## src/logic/pdbs_pkg.sv

```systemverilog
// Purpose: Shared constants for the PWM duty brightness sampler
// Assumes: 50 MHz system clock, 8-bit register port
// Notes:   Sample window length is a power of two so the ratio is a bit slice
package pdbs_pkg;
    localparam logic [7:0] PDBS_ADDR_CUR_A      = 8'h05;
    localparam logic [7:0] PDBS_ADDR_FILTER     = 8'h50;
    localparam logic [7:0] PDBS_ADDR_DUTY_LO    = 8'h12;
    localparam logic [7:0] PDBS_ADDR_DUTY_HI    = 8'h13;
    localparam int         PDBS_RELAX_BIT       = 7;
    localparam int         PDBS_FLOOR_DIS_BIT   = 6;
    localparam logic [7:0] PDBS_CUR_A_RESET     = 8'h00;
    localparam logic [1:0] PDBS_FILTER_RESET    = 2'h0;
    localparam logic [8:0] PDBS_HYST_STEP       = 9'h003;
    localparam logic [7:0] PDBS_FLOOR_CODE      = 8'h06;
    localparam logic [7:0] PDBS_OFF_MAX         = 8'h01;
    localparam logic [7:0] PDBS_CODE_MAX        = 8'hFF;
    localparam int         PDBS_CLK_PERIOD_NS   = 20;
    localparam int         PDBS_SAMPLE_NS       = 81920;
    localparam int         PDBS_SAMPLE_CYCLES   = PDBS_SAMPLE_NS / PDBS_CLK_PERIOD_NS;
    localparam int         PDBS_WIN_LOG2        = $clog2(PDBS_SAMPLE_CYCLES);
endpackage : pdbs_pkg

```

## src/logic/pdbs_sampler.sv

```systemverilog
// Purpose: Measures PWM input duty and turns it into a brightness code for the banks
// Assumes: Register port already decoded from the serial interface; pwm_in synchronous
// Notes:   Fixed window sampling; low input frequencies give a coarser, less stable code
`timescale 1ns/1ps
module pdbs_sampler
    import pdbs_pkg::*;
#(
    parameter int WIN_LOG2 = PDBS_WIN_LOG2
) (
    input  wire logic       clk_sys,
    input  wire logic       rst,
    input  wire logic       clk_en,
    input  wire logic       pwm_in,
    input  wire logic       reg_wr,
    input  wire logic       reg_rd,
    input  wire logic [7:0] reg_addr,
    input  wire logic [7:0] reg_wdata,
    input  wire logic       bank_a_pwm_en,
    input  wire logic       bank_b_pwm_en,
    input  wire logic [7:0] bank_a_brightness,
    input  wire logic [7:0] bank_b_brightness,
    output logic [7:0]      reg_rdata,
    output logic [7:0]      sampler_code,
    output logic [7:0]      bank_a_level,
    output logic [7:0]      bank_b_level,
    output logic [4:0]      bank_a_full_scale
);

    function automatic logic [7:0] pdbs_scale(input logic [7:0] bright, input logic [7:0] code);
        logic [15:0] prod;
        prod = {8'h00, bright} * ({8'h00, code} + 16'h0001);
        return prod[15:8];
    endfunction : pdbs_scale

    logic [7:0]          cur_a_reg;
    logic [1:0]          filter_reg;
    logic [WIN_LOG2-1:0] win_cnt_reg;
    logic [WIN_LOG2:0]   high_cnt_reg;
    logic [8:0]          duty_reg;
    logic [2:0]          period_cnt_reg;
    logic [7:0]          code_reg;
    logic [7:0]          rdata_reg;
    logic [7:0]          level_a_reg;
    logic [7:0]          level_b_reg;

    wire                 relax     = cur_a_reg[PDBS_RELAX_BIT];
    wire                 floor_dis = cur_a_reg[PDBS_FLOOR_DIS_BIT];
    wire                 win_end   = &win_cnt_reg;
    // Last sample of the window is folded in so a constant-high input reads 256
    wire [WIN_LOG2:0]    high_total = high_cnt_reg + {{WIN_LOG2{1'b0}}, pwm_in};
    wire [8:0]           duty_now   = high_total[WIN_LOG2 -: 9];
    wire [7:0]           det        = duty_now[8] ? PDBS_CODE_MAX : duty_now[7:0];
    wire [2:0]           filt_mask  = (filter_reg == 2'h0) ? 3'h0 :
                                      (filter_reg == 2'h1) ? 3'h1 :
                                      (filter_reg == 2'h2) ? 3'h3 : 3'h7;
    wire                 allow      = (period_cnt_reg & filt_mask) == 3'h0;
    wire                 update     = clk_en && win_end && allow;
    // Floor stage: 0..1 off, 2..6 lifted to 6, above passes
    wire [7:0]           cand       = floor_dis ? det :
                                      (det <= PDBS_OFF_MAX) ? 8'h00 :
                                      (det <= PDBS_FLOOR_CODE) ? PDBS_FLOOR_CODE :
                                      det;
    // Upward steps need a margin unless relaxed; falls always follow
    wire                 rise_ok    = relax ? (cand > code_reg) :
                                      ({1'b0, cand} >= {1'b0, code_reg} + PDBS_HYST_STEP);
    wire                 fall_ok    = cand < code_reg;
    wire [7:0]           code_next  = (update && (rise_ok || fall_ok)) ? cand : code_reg;
    wire [7:0]           level_a_next = bank_a_pwm_en ? pdbs_scale(bank_a_brightness, code_reg)
                                                      : bank_a_brightness;
    wire [7:0]           level_b_next = bank_b_pwm_en ? pdbs_scale(bank_b_brightness, code_reg)
                                                      : bank_b_brightness;
    wire [7:0]           rdata_next = (reg_addr == PDBS_ADDR_CUR_A)    ? cur_a_reg :
                                      (reg_addr == PDBS_ADDR_FILTER)   ? {6'h00, filter_reg} :
                                      (reg_addr == PDBS_ADDR_DUTY_LO)  ? duty_reg[7:0] :
                                      (reg_addr == PDBS_ADDR_DUTY_HI)  ? {7'h00, duty_reg[8]} :
                                      8'h00;

    always_ff @(posedge clk_sys) begin
        if (rst) begin
            cur_a_reg  <= PDBS_CUR_A_RESET;
            filter_reg <= PDBS_FILTER_RESET;
            rdata_reg  <= 8'h00;
        end else if (clk_en) begin
            if (reg_wr && reg_addr == PDBS_ADDR_CUR_A) begin
                cur_a_reg <= reg_wdata;
            end
            if (reg_wr && reg_addr == PDBS_ADDR_FILTER) begin
                filter_reg <= reg_wdata[1:0];
            end
            if (reg_rd) begin
                rdata_reg <= rdata_next;
            end
        end
    end

    // Window runs free; out-of-range input frequencies simply give coarser codes
    always_ff @(posedge clk_sys) begin
        if (rst) begin
            win_cnt_reg    <= '0;
            high_cnt_reg   <= '0;
            duty_reg       <= 9'h000;
            period_cnt_reg <= 3'h0;
        end else if (clk_en) begin
            win_cnt_reg  <= win_cnt_reg + 1'b1;
            high_cnt_reg <= win_end ? '0 : high_total;
            if (win_end) begin
                duty_reg       <= duty_now;
                period_cnt_reg <= period_cnt_reg + 3'h1;
            end
        end
    end

    always_ff @(posedge clk_sys) begin
        if (rst) begin
            code_reg    <= 8'h00;
            level_a_reg <= 8'h00;
            level_b_reg <= 8'h00;
        end else if (clk_en) begin
            code_reg    <= code_next;
            level_a_reg <= level_a_next;
            level_b_reg <= level_b_next;
        end
    end

    assign reg_rdata         = rdata_reg;
    assign sampler_code      = code_reg;
    assign bank_a_level      = level_a_reg;
    assign bank_b_level      = level_b_reg;
    assign bank_a_full_scale = cur_a_reg[4:0];

    property p_hold;
        @(posedge clk_sys) disable iff (rst) !update |=> $stable(code_reg);
    endproperty
    a_hold: assert property (p_hold) else $error("Code moved outside update instant");

    property p_filter;
        @(posedge clk_sys) disable iff (rst) $changed(code_reg) |-> $past(allow) && $past(win_end);
    endproperty
    a_filter: assert property (p_filter) else $error("Code changed off filter cadence");

    property p_floor_off;
        @(posedge clk_sys) disable iff (rst) update && !floor_dis && det <= 8'h01 |=> code_reg == 8'h00;
    endproperty
    a_floor_off: assert property (p_floor_off) else $error("Low code not forced off");

    property p_floor_six;
        @(posedge clk_sys) disable iff (rst)
            update && !floor_dis && det >= 8'h02 && det <= 8'h06 && (code_reg == 8'h00 || code_reg == 8'h06)
            |=> code_reg == 8'h06;
    endproperty
    a_floor_six: assert property (p_floor_six) else $error("Floor code 6 not applied");

    property p_hyst_block;
        @(posedge clk_sys) disable iff (rst)
            update && !relax && cand > code_reg && ({1'b0, cand} < {1'b0, code_reg} + 9'h003)
            |=> code_reg == $past(code_reg);
    endproperty
    a_hyst_block: assert property (p_hyst_block) else $error("Small rise passed hysteresis");

    property p_relax;
        @(posedge clk_sys) disable iff (rst) update && relax && cand != code_reg |=> code_reg == $past(cand);
    endproperty
    a_relax: assert property (p_relax) else $error("Relaxed code did not follow");

    property p_duty_top;
        @(posedge clk_sys) disable iff (rst) duty_reg[8] |-> duty_reg[7:0] == 8'h00;
    endproperty
    a_duty_top: assert property (p_duty_top) else $error("Duty top bit with nonzero low");

    property p_bank_a;
        @(posedge clk_sys) disable iff (rst)
            clk_en && bank_a_pwm_en && bank_a_brightness == 8'hFF |=> bank_a_level == $past(code_reg);
    endproperty
    a_bank_a: assert property (p_bank_a) else $error("Bank A level not scaled by code");

    property p_reset;
        @(posedge clk_sys) rst |=> code_reg == 8'h00 && duty_reg == 9'h000;
    endproperty
    a_reset: assert property (p_reset) else $error("Sampler not cleared by reset");

    property p_fall;
        @(posedge clk_sys) disable iff (rst) update && cand < code_reg |=> code_reg == $past(cand);
    endproperty
    a_fall: assert property (p_fall) else $error("Falling code not followed");

    property p_low_codes;
        @(posedge clk_sys) disable iff (rst)
            update && floor_dis && relax && det != code_reg |=> code_reg == $past(det);
    endproperty
    a_low_codes: assert property (p_low_codes) else $error("Unfloored code not tracked");

    property p_pass_b;
        @(posedge clk_sys) disable iff (rst)
            clk_en && !bank_b_pwm_en |=> bank_b_level == $past(bank_b_brightness);
    endproperty
    a_pass_b: assert property (p_pass_b) else $error("Bank B level not plain brightness");

    // Frozen cycles must not advance the window, or the duty ratio would be skewed
    property p_freeze;
        @(posedge clk_sys) disable iff (rst) !clk_en |=> $stable(code_reg) && $stable(win_cnt_reg);
    endproperty
    a_freeze: assert property (p_freeze) else $error("State moved while clock enable low");

    c_rise:  cover property (@(posedge clk_sys) disable iff (rst) update && rise_ok);
    c_six:   cover property (@(posedge clk_sys) disable iff (rst) update && cand == 8'h06 && code_reg == 8'h00);
    c_full:  cover property (@(posedge clk_sys) disable iff (rst) duty_reg == 9'h100);
    c_slow:  cover property (@(posedge clk_sys) disable iff (rst) update && filter_reg == 2'h3);
    c_low:   cover property (@(posedge clk_sys) disable iff (rst) update && floor_dis && cand == 8'h01);

endmodule : pdbs_sampler

```

## config.mk

```make
export PLATFORM = sky130hd
export DESIGN_NAME = pdbs_sampler
export DESIGN_NICKNAME = d
export VERILOG_FILES = /design/src/logic/pdbs_pkg.sv /design/src/logic/pdbs_sampler.sv
export SDC_FILE = /design/constraint.sdc
export NUM_CORES = 1
export LEC_CHECK = 0
export BUFFER_PORTS_ARGS = -buffer_cell sky130_fd_sc_hd__buf_2
export CORE_MARGIN = 8
export CORE_UTILIZATION = 25
export DETAILED_ROUTE_END_ITERATION = 10
export GPL_ROUTABILITY_DRIVEN = 0
export PLACE_DENSITY_LB_ADDON = 0.3
export REMOVE_ABC_BUFFERS = 1
export SETUP_SLACK_MARGIN = 0.1
export SYNTH_ARGS = -nofsm -noshare
export SYNTH_HDL_FRONTEND = slang
export SYNTH_SLANG_ARGS = --single-unit
```

## constraint.sdc

```tcl
create_clock -name clk_sys -period 7.65 [get_ports clk_sys]
set_input_delay 0.3825 -clock clk_sys [delete_from_list [all_inputs] [get_ports clk_sys]]
set_output_delay 0.3825 -clock clk_sys [all_outputs]
set_load 0.02 [all_outputs]
```

==> summary.txt <==
Run status
  • Status: finished, final reports clean

Clock tree
  • CTS Hold Bufs: 0
  • Clk slew on worst S/H paths: about 60 ps
  • H-tree Lvls: 3
  • Clock latency on the worst-skew pair: 340 ps
  • Max Root-Sink Buffers: 2
  • Clock tree root buffer cell: clkbuf_16
  • TritonCTS clock tree: built
  • # resized after CTS: 0
  • Clock sinks: just under 80
  • CTS buffer count: 9
  • Post-CTS Setup Bufs: 0

Setup path
  • Crit path max fanout: 23
  • CP Launch Point: sampler_code[0]$_SDFFE_PP0P_
  • CP Launch Type: flip-flop
  • RR Startpoint: sampler_code[0]$_SDFFE_PP0P_
  • CP Capture Type: flip-flop
  • Worst Path Required: approximately 8000 ps
  • Worst R2R Setup Slack: 1750 ps
  • CP arrival: slightly above 6000 ps
  • CP Class: reg2reg

Route
  • Met2 routed WL: 10.06 mm
  • Vias: 6724
  • 1st-pass router iterations: 4
  • ANT nets after route: 0
  • Remaining DRCs: 0
  • Top layer in use: met5
  • Routed vias/inst: 4.559
  • Routed wire length: 21.40 mm
  • Met1 WL: 10.14 mm
  • Wire per inst: 14.51 um
  • Initial DRC Count: 240
  • Routed wl met3: 968 um

Power and ir drop
  • Leakage: about 4.5 nW
  • Clock share of power: 46.4%
  • Reg power frac: ~44%
  • Pint: 0.7205 mW
  • NetSw: 0.2579 mW
  • Sw frac: a little over a quarter
  • P per Cell Area: 103.5 nW/um^2
  • Max IR drop VDD: 94.67 uV
  • Logic gate share of total power: 10.1%
  • Power after layout: between 0.9 and 1 mW

Synthesis
  • EDFF count, synth: 0
  • Most frequent cells after synthesis: inv_1, nand2_1, ha_1
  • YS warnings: 0
  • Most common cell in the netlist: inv_1
  • Post-synth top area cell: fa_1
  • Ranking of synthesized cells by area: fa_1, dfxtp_1, ha_1
  • Post-Syn Instances: between 900 and 1000
  • Async SR Flop Fraction: 0%
  • Post-synth top area share: 19.16%
  • Post-synth cell types: 59
  • Syn Std Cell Area: 8357 um^2
  • Sequential fraction of the synthesis area: 18.92%
  • Synth Flop Type: dfxtp_1
  • Yosys reg bits: 79
  • Avg Inst Size Synth: roughly 8.5 um^2

Worst hold path
  • Tightest Hold Check Type: in2reg
  • Hold Startpoint: reg_wdata[4]

Floorplanning
  • Die area: 39530 um^2
  • Row count: 67
  • Initial Utilization: 25.17%
  • Core region area: 33200 um^2
  • Die Span X: 198.8 um
  • Die Y: 198.8 um
  • IO Count: 77

STA
  • Final period utilization: 77.11%
  • Min Tclk post-route: 5899 ps
  • Final worst setup slack: approximately 1800 ps
  • Total Neg Setup Slack: 0 ps
  • RSZ-0062 raised after global routing: false
  • Fin. max-slew vios: 0
  • Slew HR: 15.38%
  • Final setup violation count: 0
  • Final Hold Fails: 0
  • Max frequency: 0.1695 GHz
  • Worst-Margin Slew: 1258 ps
  • Layout Skew: ~6.0 ps

Placed design
  • PortBufs: 76
  • Post-DP HPWL: between 15 and 20 mm
  • Pre-CTS setup slack: 1689 ps

Cells and area
  • Nets: 1228
  • Layout fillers: 3601
  • Area occupied by registers: 1582 um^2
  • Ratio of cells with drive above 1 in the final layout: 10.72%
  • Post-layout util: around 28%
  • Largest register FFs: 13
  • Footprint of the multi-input gates: 6101 um^2
  • Synth-to-layout area growth: 13.16%

GRT
  • Total track usage: 11.21%
  • Vias in the first global route: 6900
  • Initial antenna violation count: 3
  • Largest net degree at the start of global routing: 57
  • Global-route wire length before repair: 36.03 mm
  • Congestion Overflow GR: 0

Run
  • MaxCap Viol Count: 0
layer usage:
layer	track usage (%)	vias to the layer above
met1	14.65	3263
met3	2.301	14
met4	2.525	4
li1	-	3360
met2	18.77	83
met5	0	-
through the flow:
stage / cells / area (um^2) / hold WS (ps)
detailed placement: 1458 / 9141 / 477.0
finish: 1475 / 9457 / 270.5
global placement: 1458 / 9141 / 471.4
CTS: 1474 / 9454 / 253.5
floorplan: 924 / 8120 / 451.6
global route: 1474 / 9454 / 272.5
cells in the final DEF, fill, tap and decap left out, types with 5 or more instances in the layout:
| master | n |
|---|---|
| inv_1 | 117 |
| dfxtp_1 | 79 |
| o21ai_0 | 24 |
| a21o_1 | 11 |
| nand3_1 | 18 |
| a311oi_1 | 8 |
| buf_4 | 10 |
| nand2_1 | 105 |
| o211ai_1 | 9 |
| and2_1 | 55 |
| ha_1 | 87 |
| nor2_1 | 72 |
| fa_1 | 80 |
| nand4_1 | 12 |
| a31oi_1 | 6 |
| a211oi_1 | 28 |
| and3_1 | 9 |
| or3_1 | 9 |
| xor2_1 | 28 |
| o31ai_1 | 5 |
| nor3_1 | 9 |
| a22oi_1 | 10 |
| nor2b_1 | 11 |
| mux2i_1 | 21 |
| xnor2_1 | 29 |
| and4_1 | 5 |
| a21oi_1 | 26 |
| buf_2 | 76 |
| a2bb2oi_1 | 5 |
| o21a_1 | 5 |
| clkbuf_16 | 9 |
final cells by class:
type                       count  share of cell area [%]
inverter                     118                   4.684
clock buffer                  10                   2.527
clock inverter                 6                  0.7806
sequential                    79                   16.72
timing repair buffer          86                   4.816
tap                          448                   5.927
antenna                        1                 0.02646
multi-input combinational    727                   64.51
power by group through the flow:
stage	logic, mW	registers [mW]	clock network [mW]
6_report	0.0989	0.426	0.454
5_1_grt	0.112	0.427	0.492
4_1_cts	0.102	0.426	0.474
3_5_place_dp	0.102	0.436	0
3_3_place_gp	0.102	0.435	0
2_1_floorplan	0.0362	0.444	0
critical path, cell delays in order, from the launching register on:
cell and delay [ps]:
dfxtp_1 860, inv_1 250, ha_1 660, nand2_1 140, fa_1 510, fa_1 550
inv_1 60, fa_1 520, fa_1 500, ha_1 330, a21o_1 170, a211oi_1 310
o21ai_0 310, a41oi_1 330, xnor2_1 150, a31oi_1 100
worst paths after layout:
check,endpoint,cells past startpoint
worst min-delay path,cur_a_reg[4]$_SDFFE_PP0P_,3
worst max-delay path,bank_a_level[7]$_SDFFE_PP0P_,15
worst min register to register,bank_b_level[2]$_SDFFE_PP0P_,2
worst max register to register,bank_a_level[7]$_SDFFE_PP0P_,15
cells by family (layout without fill, tap and decap cells):
family                     Yosys count  count (layout)  synth area share (%)
buffers and inverters              175             220                 8.130
AOI/OAI and AO/OA                  156             156                 12.94
and+or+nand+nor                    326             326                 19.33
muxes                               21              21                 2.515
DFF                                 79              79                 18.93
other                                0               1                     0
xor gates and xnor gates            57              57                 5.974
adders and majority gates          167             167                 32.19
Note: power is estimated with default switching activity, not from simulation.
